===== config.mk =====
export PLATFORM = sky130hd
export DESIGN_NAME = cmd_front
export DESIGN_NICKNAME = d
export VERILOG_FILES = /design/src/sync_two_flop.v /design/src/opcode_classifier.v /design/src/cmd_front.v
export VERILOG_INCLUDE_DIRS = /design/src /design/src/src
export SDC_FILE = /design/constraint.sdc
export NUM_CORES = 1
export LEC_CHECK = 0
export BUFFER_PORTS_ARGS = -buffer_cell sky130_fd_sc_hd__buf_2
export CAP_MARGIN = 20
export CORE_AREA = 2 2 101 103
export CTS_CLUSTER_DIAMETER = 50
export DETAILED_ROUTE_END_ITERATION = 12
export DIE_AREA = 0 0 103 105
export PLACE_DENSITY_LB_ADDON = 0.3
export SYNTH_ARGS = -nofsm -noshare
export SYNTH_HDL_FRONTEND = slang
export SYNTH_SLANG_ARGS = --single-unit

===== constraint.sdc =====
create_clock -name ref_clk -period 1.69 [get_ports ref_clk]
set_input_delay 0.169 -clock ref_clk [delete_from_list [all_inputs] [get_ports ref_clk]]
set_output_delay 0.169 -clock ref_clk [all_outputs]
set_load 0.02 [all_outputs]

===== src/cmd_front_defines.vh =====
// Constants for the command front end: opcodes, classes, status, sense codes
`ifndef CMD_FRONT_DEFINES_VH
`define CMD_FRONT_DEFINES_VH
// Operation codes
`define OP_TEST_READY 8'h00
`define OP_REZERO 8'h01
`define OP_REQ_SENSE 8'h03
`define OP_FORMAT 8'h04
`define OP_READ 8'h08
`define OP_WRITE 8'h0a
`define OP_SEEK 8'h0b
`define OP_TRANSLATE 8'h0f
`define OP_SET_THRESH 8'h10
`define OP_USAGE_CNT 8'h11
`define OP_INQUIRY 8'h12
`define OP_BUF_WRITE 8'h13
`define OP_BUF_READ 8'h14
`define OP_MODE_SELECT 8'h15
`define OP_RESERVE 8'h16
`define OP_RELEASE 8'h17
`define OP_MODE_SENSE 8'h1a
`define OP_START_STOP 8'h1b
`define OP_RECV_DIAG 8'h1c
`define OP_SEND_DIAG 8'h1d
`define OP_READ_CAP 8'h25
`define OP_READ_EXT 8'h28
`define OP_WRITE_EXT 8'h2a
`define OP_WRITE_VERIFY 8'h2e
`define OP_VERIFY 8'h2f
`define OP_SEARCH_EQ 8'h31
`define OP_SET_LIMITS 8'h33
// Source classes
`define CLASS_NONE 2'h0
`define CLASS_STD 2'h1
`define CLASS_VENDOR 2'h2
`define CLASS_SUBSET 2'h3
// Status byte values
`define STAT_GOOD 8'h00
`define STAT_CHECK 8'h02
`define STAT_BUSY 8'h08
`define STAT_RESERVED 8'h18
// Error codes and sense keys
`define ERR_NONE 8'h00
`define ERR_WRITE_FAULT 8'h03
`define ERR_NOT_READY 8'h04
`define ERR_SEL_FAIL 8'h05
`define ERR_BAD_ARG 8'h24
`define ERR_INVALID_OP 8'h20
`define KEY_NONE 4'h0
`define KEY_NOT_READY 4'h2
`define KEY_HW 4'h4
`define KEY_ILLEGAL 4'h5
// Register map
`define ADDR_STATUS 4'h0
`define ADDR_MASK 4'h1
`define ADDR_CONTROL 4'h2
`define ADDR_LAST_CMD 4'h3
`define ADDR_SENSE 4'h4
`define MASK_RESET 4'h0
`define CONTROL_RESET 8'h00
// Interrupt status bits
`define IRQ_CMD_DONE 0
`define IRQ_CHECK 1
`define IRQ_BAD_OP 2
`define IRQ_CHAN_DROP 3
`endif


===== src/sync_two_flop.v =====
// Two-flop synchroniser for one asynchronous level
`default_nettype none
module sync_two_flop #(
   parameter RESET_VAL = 1'b0
) (
   // Clock and reset
   input wire ref_clk,
   input wire resetn,
   // Level in and out
   input wire async_in,
   output reg sync_out
);
   reg meta_reg; // First stage, read only by the second

   ////////////////////////////////////////////////////////////////////////////
   // Two stages, constants under reset
   always @(posedge ref_clk or negedge resetn) begin
      if (!resetn) begin
         meta_reg <= RESET_VAL;
         sync_out <= RESET_VAL;
      end else begin
         meta_reg <= async_in;
         sync_out <= meta_reg;
      end
   end
endmodule // sync_two_flop
`default_nettype wire


===== src/opcode_classifier.v =====
// Opcode decoder giving the source class of a command byte
`default_nettype none
`include "cmd_front_defines.vh"
module opcode_classifier (
   // Command byte
   input wire [7:0] opcode,
   // Class, zero for an undecoded code
   output reg [1:0] op_class
);
   ////////////////////////////////////////////////////////////////////////////
   // Lookup of decoded codes
   always @* begin
      case (opcode)
         `OP_TEST_READY, `OP_REZERO, `OP_REQ_SENSE, `OP_READ, `OP_WRITE, `OP_SEEK,
         `OP_INQUIRY, `OP_RESERVE, `OP_RELEASE: op_class = `CLASS_STD;
         `OP_START_STOP, `OP_READ_CAP, `OP_READ_EXT, `OP_WRITE_EXT,
         `OP_SET_LIMITS: op_class = `CLASS_STD;
         `OP_TRANSLATE, `OP_SET_THRESH, `OP_USAGE_CNT, `OP_BUF_WRITE,
         `OP_BUF_READ: op_class = `CLASS_VENDOR;
         `OP_FORMAT, `OP_MODE_SELECT, `OP_MODE_SENSE, `OP_RECV_DIAG, `OP_SEND_DIAG,
         `OP_WRITE_VERIFY, `OP_VERIFY, `OP_SEARCH_EQ: op_class = `CLASS_SUBSET;
         default: op_class = `CLASS_NONE;
      endcase
   end
endmodule // opcode_classifier
`default_nettype wire


===== src/cmd_front.v =====
// Command front end: opcode decode, test-unit-ready, remote channel control
// Registers: 0 status (write one to clear), 1 mask,
// 2 control (bit 0 forces channel down), 3 last opcode,
// 4 channel, pending flag and sense key
//
// Design decisions made here: the register addresses and the address-and-strobe port.
`default_nettype none
`include "cmd_front_defines.vh"
module cmd_front (
   // Clock and reset
   input wire ref_clk,
   input wire resetn,
   // Remote connector inputs, asynchronous
   input wire remote_chan_ready_in,
   input wire remote_reset_n_in,
   input wire remote_control_enable_jumper,
   // Command from the initiator side
   input wire cmd_valid,
   input wire [7:0] cmd_opcode,
   input wire [2:0] cmd_host_id,
   input wire [1:0] cmd_unit,
   // Drive state for the addressed unit
   input wire drive_powered,
   input wire drive_ready,
   input wire drive_busy,
   input wire drive_reserved,
   input wire drive_write_fault,
   input wire drive_selected_ok,
   input wire cmd_bad_arg,
   // Command answer
   output reg resp_valid,
   output reg [7:0] resp_status,
   output reg [1:0] resp_class,
   output reg exec_start,
   output reg [7:0] sense_code,
   output reg [3:0] sense_key,
   // Drive interface and internal reset
   output reg channel_ready,
   output reg ctrl_reset_n,
   // Register port
   input wire [3:0] reg_addr,
   input wire [7:0] reg_wdata,
   input wire reg_wr,
   input wire reg_rd,
   output reg [7:0] reg_rdata,
   output reg irq
);
   ////////////////////////////////////////////////////////////////////////////
   // Declarations
   wire chan_remote_sync; // Synchronised remote channel-ready
   wire reset_remote_sync; // Synchronised remote reset, low active
   wire jumper_sync; // Synchronised jumper level
   wire [1:0] op_class; // Class from the decoder
   wire core_rst_n; // Power-on or remote reset combined
   // Next values from the command evaluation
   reg [7:0] sense_code_next;
   reg [3:0] sense_key_next;
   reg [7:0] status_next;
   // Held sense and its owner
   reg sense_pending_reg; // Non-zero sense held
   reg [2:0] sense_owner_reg; // Host that got the check
   reg [1:0] sense_unit_reg; // Unit of the held sense
   // Interrupt and register file
   reg [3:0] irq_status_reg; // Sticky events
   reg [3:0] irq_mask_reg; // Event enables
   reg [7:0] control_reg; // Bit 0 forces channel down
   reg [7:0] last_cmd_reg; // Last opcode seen
   // Combinational helpers
   reg chan_next;
   reg set_pending;
   reg clr_pending;
   reg [3:0] events;
   reg [3:0] irq_status_next;

   ////////////////////////////////////////////////////////////////////////////
   // Input synchronisers
   // Two flops each; only the second stage is read
   // Remote channel-ready idles at drop under reset
   sync_two_flop #(.RESET_VAL(1'b1)) u_sync_chan (
      .ref_clk(ref_clk),
      .resetn(resetn),
      .async_in(remote_chan_ready_in),
      .sync_out(chan_remote_sync)
   );
   // Remote reset holds the core until seen high
   sync_two_flop #(.RESET_VAL(1'b0)) u_sync_rst (
      .ref_clk(ref_clk),
      .resetn(resetn),
      .async_in(remote_reset_n_in),
      .sync_out(reset_remote_sync)
   );
   // Jumper level, read as removed under reset
   sync_two_flop #(.RESET_VAL(1'b0)) u_sync_jmp (
      .ref_clk(ref_clk),
      .resetn(resetn),
      .async_in(remote_control_enable_jumper),
      .sync_out(jumper_sync)
   );

   ////////////////////////////////////////////////////////////////////////////
   // Decoder
   // Pure lookup, held by the answer register
   opcode_classifier u_classifier (
      .opcode(cmd_opcode),
      .op_class(op_class)
   );

   // Core stays in reset while the remote reset is grounded
   // Sync stage resets low, so power-on holds it too
   assign core_rst_n = reset_remote_sync;

   ////////////////////////////////////////////////////////////////////////////
   // Internal reset output
   always @(posedge ref_clk or negedge resetn) begin
      if (!resetn) begin
         // Power-on reset drives the output low
         ctrl_reset_n <= 1'b0;
      end else begin
         // One flop after the core reset
         ctrl_reset_n <= core_rst_n;
      end
   end

   ////////////////////////////////////////////////////////////////////////////
   // Channel ready next value
   // Priority: reset, software, remote pin, default
   always @* begin
      if (!core_rst_n) begin
         chan_next = 1'b0; // Reset in progress
      end else if (control_reg[0]) begin
         chan_next = 1'b0; // Software override
      // Remote pin counts only with the jumper in
      end else if (jumper_sync) begin
         chan_next = ~chan_remote_sync;
      end else begin
         chan_next = 1'b1;
      end
   end

   ////////////////////////////////////////////////////////////////////////////
   // Command evaluation
   // Priority: foreign host busy, request-sense,
   // unknown opcode, channel or selection, then
   // the test-unit-ready drive checks
   always @* begin
      // Defaults keep the held sense
      status_next = `STAT_GOOD;
      sense_code_next = sense_code;
      sense_key_next = sense_key;
      set_pending = 1'b0;
      clr_pending = 1'b0;
      if (sense_pending_reg && cmd_unit == sense_unit_reg && cmd_host_id != sense_owner_reg) begin
         status_next = `STAT_BUSY;
      end else if (cmd_opcode == `OP_REQ_SENSE) begin
         // Sense stays readable, released after this command
         status_next = `STAT_GOOD;
         clr_pending = 1'b1;
      end else begin
         // Owner's next command drops old sense
         sense_code_next = `ERR_NONE;
         sense_key_next = `KEY_NONE;
         clr_pending = 1'b1;
         // Error branches record sense and own it
         if (op_class == `CLASS_NONE) begin
            status_next = `STAT_CHECK;
            sense_code_next = `ERR_INVALID_OP;
            sense_key_next = `KEY_ILLEGAL;
            set_pending = 1'b1;
            // Channel down or no select answer next
         end else if (!channel_ready || !drive_selected_ok) begin
            status_next = `STAT_CHECK;
            sense_code_next = `ERR_SEL_FAIL;
            sense_key_next = `KEY_HW;
            set_pending = 1'b1;
         end else if (cmd_opcode == `OP_TEST_READY) begin
            // Argument, faults, readiness, then reservation
            if (cmd_bad_arg) begin
               status_next = `STAT_CHECK;
               sense_code_next = `ERR_BAD_ARG;
               sense_key_next = `KEY_ILLEGAL;
               set_pending = 1'b1;
            end else if (drive_write_fault) begin
               status_next = `STAT_CHECK;
               sense_code_next = `ERR_WRITE_FAULT;
               sense_key_next = `KEY_HW;
               set_pending = 1'b1;
            end else if (!drive_powered || !drive_ready) begin
               // Unit off or not spun up
               status_next = `STAT_CHECK;
               sense_code_next = `ERR_NOT_READY;
               sense_key_next = `KEY_NOT_READY;
               set_pending = 1'b1;
            end else if (drive_reserved) begin
               // Reserved wins over busy
               status_next = `STAT_RESERVED;
            end else if (drive_busy) begin
               status_next = `STAT_BUSY;
            end else begin
               status_next = `STAT_GOOD;
            end
         end
      end
   end

   ////////////////////////////////////////////////////////////////////////////
   // Event collection and sticky status with set winning
   // A clear and an event in one cycle keep the bit
   always @* begin
      events = 4'h0;
      // Commands refused under remote reset raise nothing
      if (cmd_valid && core_rst_n) begin
         events[`IRQ_CMD_DONE] = 1'b1;
         events[`IRQ_CHECK] = (status_next == `STAT_CHECK);
         events[`IRQ_BAD_OP] = (op_class == `CLASS_NONE);
      end
      // Falling channel ready, whatever the cause
      events[`IRQ_CHAN_DROP] = channel_ready & ~chan_next;
      // Write one to clear, then merge new events
      irq_status_next = irq_status_reg;
      if (reg_wr && reg_addr == `ADDR_STATUS) begin
         irq_status_next = irq_status_reg & ~reg_wdata[3:0];
      end
      irq_status_next = irq_status_next | events;
   end

   ////////////////////////////////////////////////////////////////////////////
   // Command state and answer registers
   always @(posedge ref_clk or negedge resetn) begin
      if (!resetn) begin
         resp_valid <= 1'b0;
         resp_status <= `STAT_GOOD;
         resp_class <= `CLASS_NONE;
         exec_start <= 1'b0;
         sense_code <= `ERR_NONE;
         sense_key <= `KEY_NONE;
         sense_pending_reg <= 1'b0;
         sense_owner_reg <= 3'h0;
         sense_unit_reg <= 2'h0;
         last_cmd_reg <= 8'h00;
         channel_ready <= 1'b0;
      end else begin
         // Channel follows its next value every cycle
         channel_ready <= chan_next;
         // Answer pulses default low
         resp_valid <= 1'b0;
         exec_start <= 1'b0;
         if (!core_rst_n) begin
            // Held in reset by the remote input
            sense_code <= `ERR_NONE;
            sense_key <= `KEY_NONE;
            sense_pending_reg <= 1'b0;
            resp_status <= `STAT_GOOD;
            resp_class <= `CLASS_NONE;
         end else if (cmd_valid) begin
            // Command taken: answer in the next cycle
            resp_valid <= 1'b1;
            resp_status <= status_next;
            resp_class <= op_class;
            // Kept for software, errors included
            last_cmd_reg <= cmd_opcode;
            sense_code <= sense_code_next;
            sense_key <= sense_key_next;
            // Good-status commands other than test-unit-ready and request-sense go on to execution
            exec_start <= (status_next == `STAT_GOOD) && (cmd_opcode != `OP_TEST_READY)
                          && (cmd_opcode != `OP_REQ_SENSE);
            // Remember owner and unit of a new check
            if (set_pending) begin
               sense_pending_reg <= 1'b1;
               sense_owner_reg <= cmd_host_id;
               sense_unit_reg <= cmd_unit;
            end else if (clr_pending) begin
               sense_pending_reg <= 1'b0;
            end
         end
      end
   end

   ////////////////////////////////////////////////////////////////////////////
   // Register writes and interrupt output
   // Mask and control take the write at the next edge
   always @(posedge ref_clk or negedge resetn) begin
      if (!resetn) begin
         irq_status_reg <= 4'h0;
         // All events masked after reset
         irq_mask_reg <= `MASK_RESET;
         control_reg <= `CONTROL_RESET;
         irq <= 1'b0;
      end else begin
         irq_status_reg <= irq_status_next;
         // Level interrupt from the fresh status
         irq <= |(irq_status_next & irq_mask_reg);
         if (reg_wr) begin
            // Status writes are handled with the events
            if (reg_addr == `ADDR_MASK) begin
               irq_mask_reg <= reg_wdata[3:0];
            end else if (reg_addr == `ADDR_CONTROL) begin
               control_reg <= reg_wdata;
            end
         end
      end
   end

   ////////////////////////////////////////////////////////////////////////////
   // Register reads, data in the following cycle
   // Read data stand one cycle, zero otherwise
   always @(posedge ref_clk or negedge resetn) begin
      if (!resetn) begin
         reg_rdata <= 8'h00;
      end else if (reg_rd) begin
         if (reg_addr == `ADDR_STATUS) begin
            reg_rdata <= {4'h0, irq_status_reg};
         end else if (reg_addr == `ADDR_MASK) begin
            reg_rdata <= {4'h0, irq_mask_reg};
         end else if (reg_addr == `ADDR_CONTROL) begin
            reg_rdata <= control_reg;
         end else if (reg_addr == `ADDR_LAST_CMD) begin
            reg_rdata <= last_cmd_reg;
         end else if (reg_addr == `ADDR_SENSE) begin
            // Channel, pending flag and sense key
            reg_rdata <= {channel_ready, sense_pending_reg, 2'h0, sense_key};
         end else begin
            reg_rdata <= 8'h00; // Unmapped
         end
      end else begin
         reg_rdata <= 8'h00;
      end
   end
endmodule // cmd_front
`default_nettype wire


== Yosys cells after proc, flatten, opt, wreduce, memory -nomap -nowiden ==
Memories as Yosys holds them, arrays and structs flattened.
Cells that the tools add are included.

* Add/sub/neg operators: 0
* Multiply operators: 0
* Divide/modulo/power cells: 0
* $lt $le $gt $ge: 0
* Equal/unequal tests: 13
* Shifts and indexed selects: 0
* Muxes and demuxes: 62
* Bitwise operators: 8
* Reduce and logical (&&, ||, !) cells: 25

{| class="wikitable"
|+ Operators with widths
! operator !! number
|-
| $mux W8 || 12
|-
| $mux W5 || 9
|-
| $mux W3 || 8
|-
| $mux W4 || 6
|-
| $mux W6 || 4
|-
| $mux W1 || 19
|-
| $eq A8 B2 Y1 const B || 2
|-
| $logic_not A8 Y1 || 2
|-
| $reduce_and A3 Y1 || 3
|-
| $and A4 B4 Y4 || 2
|-
| $eq A4 B2 Y1 const B || 2
|-
| $mux W2 || 4
|-
| $ne A8 B2 Y1 const B || 1
|-
| $reduce_bool A8 Y1 || 1
|-
| $logic_and A1 B1 Y1 || 6
|-
| $ne A2 B2 Y1 const B || 3
|-
| $reduce_and A2 Y1 || 3
|-
| $eq A4 B1 Y1 const B || 1
|-
| $eq A4 B3 Y1 const B || 1
|-
| $logic_not A1 Y1 || 4
|-
| $logic_not A2 Y1 || 2
|-
| $logic_not A4 Y1 || 1
|-
| $not A4 Y4 || 1
|-
| $or A4 B4 Y4 || 1
|-
| 7 further kinds || 10
|}

* Register bits after elaboration: 71
* Latch bits: 0
* Memory bits (writable): 0
* Memory bits (read-only): 128
* Input bits: 40
* Output and inout bits: 35
* Word-level logic and storage cells: 132
* Memories kept: 1

{| class="wikitable"
|+ Memory list
! memory !! words !! bits a word !! read ports !! clocked after memory_dff !! wr ports !! RTL line !! source
|-
| (no name shown) || 64 || 2 || 1 || 0 || 0 || opcode_classifier.v:13 || <nowiki>case (opcode)</nowiki>
|}

== Depth between registers and ports, before layout ==
Gate-level depths: netlist of run 1.

* Depth in word-level cells: 15
* Gate-level depth with buffers: 9
* Depth with buffers taken out: 8

== By module ==
From an unflattened synthesis of run 1, not the netlist that was laid out.

* Cell total of the unflattened synthesis: 277
* Area total of the unflattened synthesis: 3030.4 um^2

{| class="wikitable"
|+ Modules (own cells, without submodules)
! module !! instances !! cells each !! area each (um^2) !! seq. area each (um^2)
|-
| cmd_front || 1 || 238 || 2642.5 || 1351.3
|-
| opcode_classifier || 1 || 33 || 235.2 || 0.0
|-
| sync_two_flop (u_sync_jmp ...) || 2 || 2 || 50.0 || 50.0
|-
| sync_two_flop (u_sync_chan) || 1 || 2 || 52.6 || 52.6
|}

== Worst setup path after synthesis of run 1 ==
Ideal clock, no wire load.

* Path type: input -> register
* Start: input port cmd_opcode[1]
* End: register sense_owner_reg[0]
* Setup time: 125 ps
* Data arrival time: 1788 ps
* Data required time: 1565 ps
* Path slack: -223 ps
* Stages: 9
* Buffers on the path: 1
* Path through: ha_1 > nand2_1 > o21ai_1 > a221oi_2 > nor2_1 > or2_1 > buf_6 > a21oi_4 > mux2_4

* Longest elaborated chain between the ends: 7
* Elaborated cells between the ends (all ways): 11
* Those cells by class: eq/ne: 1; mux: 6; reduce/logical: 3; memory: 1

{| class="wikitable"
|+ Ends and longest elaborated chain
! item !! RTL line !! source
|-
| start: declaration || cmd_front.v:19 || <nowiki>input wire [7:0] cmd_opcode,</nowiki>
|-
| $mem_v2 Z64 W2 / $logic_not A8 Y1 (equally long branches) || - ||
|-
| $mux W2 / $mux W1 (equally long branches) || opcode_classifier.v:13, cmd_front.v:175 ||
|-
| $logic_not A2 Y1 (no source line) / $mux W1 (equally long branches) || - ||
|-
| $mux W1 || cmd_front.v:164 || <nowiki>if (op_class == `CLASS_NONE) begin</nowiki>
|-
| $mux W1 (*) || cmd_front.v:154 || <nowiki>end else if (cmd_opcode == `OP_REQ_SENSE) begin</nowiki>
|-
| $mux W1 (*) || cmd_front.v:152 || <nowiki>if (sense_pending_reg && cmd_unit == sense_unit_reg && cmd_host_id != sense_owner_reg) begin</nowiki>
|-
| $reduce_and A3 Y1 (no source line) (*) || - ||
|-
| end signal: assignment || cmd_front.v:269 || <nowiki>sense_owner_reg <= cmd_host_id;</nowiki>
|-
| end: declaration || cmd_front.v:61 || <nowiki>reg [2:0] sense_owner_reg;</nowiki>
|}

Mark *: on every way between the ends. The rest lies on a longest branch, timed or not.
A chain may end at the register's enable or synchronous reset.

== Worst setup path in the final report of run 1 ==
* Start: register sense_owner_reg[2]
* End: register sense_owner_reg[1]

* Longest elaborated chain between the ends: 4

{| class="wikitable"
|+ Ends and longest elaborated chain
! item !! RTL line
|-
| $ne A3 B3 Y1 || cmd_front.v:152
|-
| $logic_and A1 B1 Y1 || cmd_front.v:152
|-
| $mux W1 || cmd_front.v:152
|-
| $reduce_and A3 Y1 (no source line) || -
|}

Every way passes these cells.

==> out/qor.csv, run 1 <==
stage,metric,value,unit
grt,antenna_found_initial,0,
synth,synth-xor-area-share,0.0150,
placement,dp_hpwl,5390,um
final_layout,num_antenna_cells,0,
clocking,htreeDepth,3,
sta,setup_violations,6,
critical_path,required,1910,ps
final_layout,multiInputGateArea,1360,um^2
power,power.density,983,nW/um^2
synth,ys.flop_type,dfrtp_1,
worst_hold_path,hold_class,in -> reg,
run_status,status,finished with violations,
final_layout,num-fill-cells,967,
grt,grt_pass1_vias,2396,
floorplanning,io_pins,75,
power,ir_worst_vdd,473,uV
power,p_total,3.95,mW
sta,fin_crit,1730,ps
placement,place_area,3610,um^2
routing,num_vias,2382,
grt,grt_pass1_wl,11800,um
final_layout,final_area,4010,um^2
sta,drv_slew,0,
clocking,clock_latency,340,ps
final_layout,seq_area,1500,um^2
routing,vias_per_cell,4.63,
routing,drtIter0Drc,90,
clocking,cts_sinks,60,
floorplanning,die_h,105,um
placement,dpl_worst_slack,-476,ps
clocking,cts_tree,done,
final_layout,areaGrowthSynthToFinish,37.1,%
synth,synth_fa_ha_area_frac,0.00428,
grt,grt_max_degree,61,
synth,synth_top_family_by_area,compound AO/OA/AOI/OAI gates,
floorplanning,start_util,0.304,
sta,tns,-187,ps
critical_path,cp-start-kind,register,
clocking,root_buffer,clkbuf_8,
routing,ant_nets,0,
sta,layout_setup_ws,-39.7,ps
placement,port_buffers,64,
flow_run,cap_viol_max_count,0,
routing,avgRoutedWirePerCell,14.2,um
routing,firstDrtPassIters,4,
floorplanning,die_area,10800,um^2
sta,holdWs,62.3,ps
sta,rsz0062_at_grt,true,
routing,drc_errors,0,
sta,period_share,1.02,
sta,fmax,578,MHz
grt,grt_overflow_total,0,
final_layout,drive_gt1_frac,0.448,
synth,synth_simple_gate_area_frac,0.128,
critical_path,crit_fanout,5,
synth,synth_cell_types,55,
sta,hold_violations,0,
power,p_leak,1.92,nW
placement,gp_congestion,0.909,
synth,muxShareOfSynthArea,0.130,
clocking,clockBufferDepth,2,
synth,ys_ff_latch,60,
synth,synthCells,268,
run_status,violations,setup timing,
synth,synth-edff-count,0,
final_layout,nNetsFinal,418,
clocking,clkTransAtPathRegs,70,ps
synth,async_flop_share,1.00,
grt,grt_usage,0.142,
critical_path,crit_type,reg -> reg,
sta,clock_skew,8.69,ps
floorplanning,core,9640,um^2
synth,syn_area,2930,um^2
critical_path,crit_path_end_kind,register,
synth,syn_avg_cell_area,10.9,um^2
synth,synth_compound_area_frac,0.140,
floorplanning,fp.dieW,103,um
synth,seq_area_frac_synth,0.514,
clocking,cts_buffers,9,
routing,routed_wl,7290,um
floorplanning,rows,36,
critical_path,critPathArrivalTime,1950,ps
synth,yosysWarnings,0,
[final timing paths]
check                                                from                             end  slack, ps  cells past startpoint
max                        sense_owner_reg[2]$_DFFE_PN0P_  sense_owner_reg[1]$_DFFE_PN0P_        -40                      6
min                                          reg_wdata[5]      control_reg[5]$_DFFE_PN0P_         60                      2
max reg2reg                sense_owner_reg[2]$_DFFE_PN0P_  sense_owner_reg[1]$_DFFE_PN0P_        -40                      6
min reg2reg                 u_sync_rst.meta_reg$_DFF_PN0_   u_sync_rst.sync_out$_DFF_PN0_        350                      0
max in group asynchronous                          resetn  u_sync_chan.sync_out$_DFF_PN1_       1000                      3
min in group asynchronous                          resetn          reg_rdata[5]$_DFF_PN0_        370                      3
[layout make-up]
type,count,share of cell area
clock buffers,12,0.0412
clock inverters,4,0.0175
inverters,10,0.00935
multi-input cells,185,0.340
flip-flops and latches,60,0.375
well taps,133,0.0415
repair buffers,111,0.176
[routing by layer]
layer,wire length [um],GRT usage
met5,0,0
met4,65,0.0367
met1,3420,0.205
met3,555,0.0502
met2,3250,0.201
[power by group]
part / leakage, nW / switching, mW / internal (mW)
Clock: 0.122 / 0.544 / 0.946
Sequential: 0.738 / 0.122 / 1.60
Combinational: 1.06 / 0.358 / 0.373
[cell usage after synthesis (2+ instances only)]
cell type	instances	area (um^2)
a211oi_1	2	15.0
a32o_1	3	30.0
mux2i_1	8	80.1
nand2b_1	2	12.5
a221oi_1	2	17.5
xnor2_1	5	43.8
nand2_1	26	97.6
dfstp_2	2	52.6
buf_2	2	10.0
o21ai_0	17	85.1
and3_1	3	18.8
dfrtp_1	58	1450
a21oi_1	12	60.1
nand3_1	7	35.0
inv_1	10	37.5
nor2_1	13	48.8
nand3b_1	2	15.0
mux2_2	18	203
o21ai_1	2	10.0
clkbuf_1	5	18.8
buf_6	4	45.0
a21boi_0	2	15.0
mux2_4	5	75.1
a31oi_1	2	12.5
nor3_1	8	40.0
buf_4	11	82.6
nor2b_1	7	43.8
a21o_1	3	22.5
[metrics by stage]
step	instances	utilization
after floorplan	277	-
after global placement	491	0.375
after detailed placement	491	0.375
after CTS	515	0.411
after global routing	515	0.416
final	515	0.416
[repair_timing]
item,in CTS,in global routing
setup endpoints to repair,6,13
resized for setup,12,9
pin swaps,12,1
hold buffers,4,0
cloned,1,0
buffers inserted,3,0
endpoints found under the hold margin,61,0
[worst max-delay path, stage by stage, from the launching register on]
cell	delay [ps]
dfrtp_1	420
xnor2_2	210
a31oi_4	130
nor3_4	160
inv_2	100
a21oi_4	270
mux2_4	330
[placed cells by master (no fill, tap or decap), drive strengths merged, types with 4 or more instances in the layout]
master,count
buf,107
dfrtp,58
nand2,26
mux2,23
o21ai,19
a21oi,14
nor2,13
clkbuf,12
conb,10
inv,10
mux2i,8
nor3,8
nand3,7
nor2b,7
xnor2,5
dlygate4sd3,4
a21o,4
[logic make-up (layout without fill, tap and decap cells)]
| family | Yosys count | after routing |
|---|---|---|
| flip-flops | 60 | 60 |
| other | 1 | 10 |
| multiplexers | 32 | 32 |
| XOR/XNOR | 5 | 5 |
| adder cells (fa/ha/maj) | 1 | 1 |
| AO/OA/AOI/OAI | 60 | 61 |
| buffers and inverters | 33 | 137 |
| AND/OR/NAND/NOR | 76 | 76 |
Power figures use the tool's default switching activity.
==> run 2: changes to the inputs <==
Settings changed: ABC_AREA set to 1.
==> run 2 against run 1 <==
The run now ends clean. Combinational power decreased by 21%. Core utilization decreased by 3.1 points. Fmax increased by 14%. Largest cell class unchanged. Highest routed layer unchanged.
==> out/qor.csv, run 2 <==
stage,metric,value,unit,change
flow_run,cap_viol_max_count,0,,unchanged
grt,grt_usage,0.146,,+0.00414
final_layout,multiInputGateArea,1230,um^2,-9.5%
routing,num_vias,2559,,+7.4%
synth,yosysTopAreaCellShare,0.492,,-0.00420
critical_path,cp-start-kind,register,,
synth,ys_top_cells_by_count,"nand2_1 (105), dfrtp_1 (58), inv_1 (31), o21ai_0 (31), nand3_1 (23)",,
final_layout,num_antenna_cells,0,,unchanged
routing,vias_per_cell,4.49,,-2.9%
synth,async_flop_share,1.00,,unchanged
power,p_switching,1.03,mW,+0.14%
clocking,htreeDepth,3,,unchanged
placement,place_area,3470,um^2,-3.8%
placement,dp_hpwl,5840,um,+8.4%
synth,synth_cell_types,39,,-29%
synth,synthTopCellsByArea,"dfrtp_1 (49%), nand2_1 (13%), o21ai_0 (5.3%), inv_1 (3.9%), nand3_1 (3.9%)",,
synth,yosysMostFrequentCell,nand2_1,,
synth,yosysWarnings,0,,unchanged
routing,firstDrtPassIters,5,,+1
floorplanning,die_area,10800,um^2,unchanged
synth,synth_area_leader_cell,dfrtp_1,,
routing,drtIter0Drc,135,,+50%
routing,ant_nets,0,,unchanged
critical_path,crit_path_end_kind,register,,
sta,clock_skew,7.97,ps,-0.729 ps
grt,grt_pass1_vias,2425,,+1.2%
floorplanning,start_util,0.306,,+0.00260
grt,antenna_found_initial,0,,unchanged
power,switching_share,0.285,,+0.0260
synth,ys_ff_latch,60,,unchanged
routing,routed_wl,7450,um,+2.2%
synth,syn_avg_cell_area,8.53,um^2,-22%
worst_hold_path,hold_class,in -> reg,,
grt,grt_max_degree,28,,-54%
final_layout,drive_gt1_frac,0.277,,-0.171
power,seq_power_share,0.469,,+0.032
run_status,status,finished clean,,
sta,setup_violations,0,,-6
clocking,cts_tree,done,,
sta,tns,0,ps,+187 ps
sta,drv_slew,0,,unchanged
power,p_clk_frac,0.369,,-0.009
final_layout,seq_area,1500,um^2,unchanged
clocking,clkTransAtPathRegs,70,ps,about the same
routing,avgRoutedWirePerCell,13.1,um,-7.7%
routing,drc_errors,0,,unchanged
synth,seq_area_frac_synth,0.510,,-0.00436
synth,synth-edff-count,0,,unchanged
clocking,cts_buffers,9,,unchanged
power,p_leak,1.90,nW,-1.0%
sta,fin_crit,1510,ps,-218 ps
grt,grt_pass1_wl,12200,um,+3.5%
power,ir_worst_vdd,477,uV,+0.93%
clocking,root_buffer,clkbuf_8,,
final_layout,num-fill-cells,1036,,+7.1%
placement,gp_congestion,0.875,,-3.7%
grt,grt_overflow_total,0,,unchanged
critical_path,crit_fanout,5,,unchanged
sta,worst_slew_pin_slew,539,ps,
final_layout,final_common_cell,nand2_1,,
sta,hold_violations,0,,unchanged
clocking,clock_latency,340,ps,about the same
sta,max_slew_margin,0.641,,
clocking,cts_sinks,60,,unchanged
clocking,clockBufferDepth,2,,unchanged
synth,syn_area,2950,um^2,+0.86%
final_layout,final_cell_mix,"nand2_1 (105), buf_2 (64), dfrtp_1 (58)",,
floorplanning,io_pins,75,,unchanged
critical_path,required,1910,ps,about the same
critical_path,critPathArrivalTime,1730,ps,-220 ps
sta,rsz0062_at_grt,false,,
critical_path,crit_type,reg -> reg,,
synth,ys.flop_type,dfrtp_1,,
sta,fmax,662,MHz,+14%
floorplanning,die_h,105,um,unchanged
floorplanning,core,9640,um^2,unchanged
synth,synthCells,346,,+29%
final_layout,nNetsFinal,473,,+13%
final_layout,final_area,3720,um^2,-7.4%
placement,port_buffers,64,,unchanged
power,power.density,966,nW/um^2,-1.8%
floorplanning,rows,36,,unchanged
floorplanning,fp.dieW,103,um,unchanged
sta,period_share,0.894,,-0.129
clocking,cts.repair.resized,0,,-12
final_layout,areaGrowthSynthToFinish,25.9,%,
power,p_comb_frac,0.162,,-0.023
power,p_int,2.57,mW,-12%
[run 2: cell types whose count changed in the layout (fill, tap and decap cells not counted), sizes merged, moves of 7 or more]
cell   delta
inv      +26
mux2     -19
buf      -30
nand2    +88
nor2b     -7
mux2i     -8
o21ai    +13
nand3    +18
[run 2: repair_timing]
action                                  CTS  global route
hold buffers                              4             0
endpoints found under the setup margin    0             0
endpoints found under the hold margin    21             0
setup buffers                             0             0
[run 2: critical path, stage by stage, from the launching register on]
cell     delay [ps]
dfrtp_1         400
xnor2_1         150
nand3_1         100
nand3_1         140
nand2_2         130
inv_1            80
nand2_1          70
nand2_1         120
inv_2            80
nand2_1          60
o31ai_1          60
[run 2: per-layer routing]
layer	up-vias	track usage	share of wire	wire length, um
met2	90	0.213	0.45	3320
met3	7	0.0375	0.066	492
met5	-	0	0	0
met1	1188	0.211	0.48	3570
li1	1274	-	-	-
met4	0	0.0451	0.0087	65
[run 2: through the flow]
step / power (mW) / worst slack, ps / util / cells / hold slack [ps]
after floorplan: 2.06 / 356 / - / 355 / -127
after global placement: 2.28 / 94.3 / 0.360 / 550 / 177
after detailed placement: 2.29 / 78.9 / 0.360 / 550 / 186
after CTS: 3.63 / 185 / 0.386 / 570 / 39.2
after global routing: 3.78 / 19.0 / 0.386 / 570 / 37.8
final: 3.59 / 179 / 0.386 / 570 / 48.7
[run 2: kinds of logic after synthesis]
family | synth area share
AO/OA/AOI/OAI | 0.100
buffers and inverters | 0.0839
AND/OR/NAND/NOR | 0.276
XOR/XNOR | 0.00890
adder cells (fa/ha/maj) | 0.00424
other | 0.00127
flip-flops | 0.510
multiplexers | 0.0153
[run 2: power groups by stage]
stage / clock (mW) / combinational, mW / sequential (mW)
finish: 1.33 / 0.581 / 1.68
global route: 1.42 / 0.659 / 1.70
detailed placement: 0 / 0.578 / 1.71
floorplan: 0 / 0.335 / 1.72
CTS: 1.35 / 0.586 / 1.69
global placement: 0 / 0.567 / 1.71
[run 2: final cells by class]
class                      count  share of cell area
multi-input combinational    243               0.332
tap                          133              0.0448
inverter                      37              0.0377
timing repair buffer          81               0.127
clock inverter                 4              0.0128
sequential                    60               0.405
clock buffer                  12              0.0417
[run 2: final timing paths]
kind                                                 from                        endpoint  slack [ps]  depth (start not counted)
max                        sense_owner_reg[2]$_DFFE_PN0P_        sense_key[1]$_DFFE_PN0P_         180                         10
min                                          reg_wdata[7]      control_reg[7]$_DFFE_PN0P_          50                          2
min reg2reg                u_sync_chan.meta_reg$_DFF_PN1_  u_sync_chan.sync_out$_DFF_PN1_         350                          0
max reg2reg                sense_owner_reg[2]$_DFFE_PN0P_        sense_key[1]$_DFFE_PN0P_         180                         10
min in group asynchronous                          resetn      control_reg[2]$_DFFE_PN0P_         350                          2
max in group asynchronous                          resetn        sense_key[2]$_DFFE_PN0P_         740                          3
==> run 3: changes to the inputs <==
Settings changed: BUFFER_PORTS_ARGS -buffer_cell sky130_fd_sc_hd__buf_2 to -buffer_cell sky130_fd_sc_hd__clkbuf_2.
==> run 3 against run 2 <==
Clock skew rose by 1.2 ps. Worst hold slack got worse by 2.2 ps. Critical path depth fell by 1. Combinational power rose by 2%. Sequential cell count did not move.
==> out/qor.csv, run 3 (synthesis results as in run 2) <==
stage,metric,value,unit,change
critical_path,crit_chain,"xnor2_1, nand3_1, nand3_2, nand2_2, buf_12, nor2_8, nand2_8, nand2_1, nand2_1",,
clocking,cts_tree,done,,
floorplanning,core,9640,um^2,unchanged
routing,drc_errors,0,,unchanged
clocking,cts_sinks,60,,unchanged
final_layout,fin_cells,570,,unchanged
routing,routed_wl,7490,um,+0.47%
grt,grt_overflow_total,0,,unchanged
critical_path,crit_path_end_kind,register,,
grt,grt_usage,0.149,,+0.00263
sta,fin_crit,1510,ps,-2.92 ps
placement,dp_hpwl,5830,um,-0.14%
grt,grt_busiest_layer,met2,,
floorplanning,fp.dieW,103,um,unchanged
sta,tns,0,ps,unchanged
grt,antenna_found_initial,0,,unchanged
routing,avgRoutedWirePerCell,13.1,um,+0.47%
final_layout,num-fill-cells,1028,,-0.77%
final_layout,final_area,3730,um^2,+0.44%
placement,place_area,3450,um^2,-0.58%
clocking,root_buffer,clkbuf_8,,
sta,clock_skew,9.17,ps,+1.20 ps
clocking,htreeDepth,3,,unchanged
critical_path,crit_type,reg -> reg,,
floorplanning,rows,36,,unchanged
routing,drtIter0Drc,129,,-4.4%
clocking,clockBufferDepth,2,,unchanged
critical_path,cp_slowest_cell,dfrtp_1,,
critical_path,required,1920,ps,about the same
grt,globalRouteMet3Util,0.0348,,-0.00268
sta,holdWs,46.5,ps,-2.20 ps
placement,dp_cells,549,,-0.18%
clocking,clkTransAtPathRegs,60,ps,about the same
final_layout,num_antenna_cells,0,,unchanged
floorplanning,start_util,0.306,,unchanged
sta,hold_violations,0,,unchanged
clocking,cts_buffers,9,,unchanged
sta,setup_violations,0,,unchanged
grt,grt_pass1_vias,2516,,+3.8%
final_layout,final_common_cell,nand2_1,,
sta,rsz0062_at_grt,false,,
clocking,clock_latency,340,ps,about the same
run_status,status,finished clean,,
power,power.density,967,nW/um^2,+0.12%
routing,firstDrtPassIters,4,,-1
power,ir_worst_vdd,422,uV,-12%
grt,grt_pass1_wl,12400,um,+1.6%
routing,ant_nets,0,,unchanged
grt,grtUsageMet1,0.207,,-0.00415
critical_path,critPathTopFamily,simple AND/OR/NAND/NOR gates,,
sta,drv_slew,0,,unchanged
floorplanning,die_area,10800,um^2,unchanged
critical_path,critPathArrivalTime,1740,ps,about the same
routing,num_vias,2544,,-0.59%
final_layout,nNetsFinal,474,,+0.21%
grt,grt_util_met2,0.224,,+0.0111
critical_path,cp_common_cell,nand2_1,,
critical_path,cp-start-kind,register,,
floorplanning,io_pins,75,,unchanged
worst_hold_path,hold_class,in -> reg,,
placement,port_buffers,64,,unchanged
critical_path,crit_buf_inv,1,,-1
routing,vias_per_cell,4.46,,-0.59%
sta,layout_setup_ws,181,ps,+2.92 ps
final_layout,final_cell_mix,"nand2_1 (105), clkbuf_2 (64), dfrtp_1 (58)",,
placement,dpl_worst_slack,63.6,ps,-15.3 ps
flow_run,cap_viol_max_count,0,,unchanged
critical_path,cpPeakStageDelay,390,ps,about the same
grt,grt_max_degree,33,,+18%
floorplanning,die_h,105,um,unchanged
sta,period_share,0.893,,-0.00173
power,p_leak,1.90,nW,-0.18%
final_layout,drive_gt1_frac,0.277,,unchanged
sta,fmax,663,MHz,+0.19%
placement,gp_congestion,0.866,,-0.99%
critical_path,crit_fanout,8,,+3
final_layout,areaGrowthSynthToFinish,26.5,%,
-- run 3: cell count changes in the layout (fill, tap and decap cells not counted) --
cell / previous run / this run
clkbuf_8: 11 / 12
clkbuf_2: 0 / 64
nand3_2: 2 / 3
nor2_4: 1 / 2
clkbuf_1: 1 / 2
clkinv_2: 3 / 1
nand3_1: 23 / 22
clkinvlp_4: 1 / 0
buf_2: 64 / 0
-- run 3: report_power, final --
part	leakage [nW]	switching (mW)	internal, mW
clock network	0.103	0.536	0.795
registers	0.750	0.0948	1.59
logic	1.05	0.369	0.223
-- run 3: path summary, 6_finish.rpt --
kind,from,end,slack (ps),cells after the start
setup / recovery,sense_owner_reg[2]$_DFFE_PN0P_,sense_owner_reg[1]$_DFFE_PN0P_,180,9
hold / removal,reg_wdata[7],control_reg[7]$_DFFE_PN0P_,50,2
setup reg to reg,sense_owner_reg[2]$_DFFE_PN0P_,sense_owner_reg[1]$_DFFE_PN0P_,180,9
hold reg to reg,u_sync_rst.meta_reg$_DFF_PN0_,u_sync_rst.sync_out$_DFF_PN0_,360,0
max in group asynchronous,resetn,u_sync_chan.meta_reg$_DFF_PN1_,990,3
min in group asynchronous,resetn,reg_rdata[4]$_DFF_PN0_,380,3
-- run 3: metal layers --
metal	wire length, um	vias up
met1	3610	1187
li1	-	1279
met5	0	-
met3	398	7
met4	96	0
met2	3390	71
-- run 3: layout make-up --
type                            instances  area, um^2  area share
Sequential cell                        60        1500       0.403
Clock inverter                          1        30.0     0.00804
Inverter                               37         140      0.0375
Multi-Input combinational cell        244        1250       0.335
Clock buffer                           14         173      0.0462
Timing Repair Buffer                   81         470       0.126
Tap cell                              133         166      0.0446
-- run 3: repair_timing --
action / CTS / global route
gates resized for setup: 0 / 1
endpoints found under the setup margin: 0 / 1
hold buffers: 4 / 0
hold endpoints to repair: 61 / 0
buffers inserted: 0 / 1
-- run 3: stage by stage --
| step | util | power, mW |
|---|---|---|
| after global routing | 0.387 | 3.81 |
| after detailed placement | 0.358 | 2.28 |
| final | 0.387 | 3.61 |
| after floorplan | - | 2.06 |
| after CTS | 0.384 | 3.63 |
| after global placement | 0.358 | 2.27 |
-- run 3: worst register-to-register path: cells and delay by family, from the launching register on --
kind	cells	cell delay, ps
flops	1	390
buf+inv	1	150
simple gates	7	690
xor+xnor	1	170
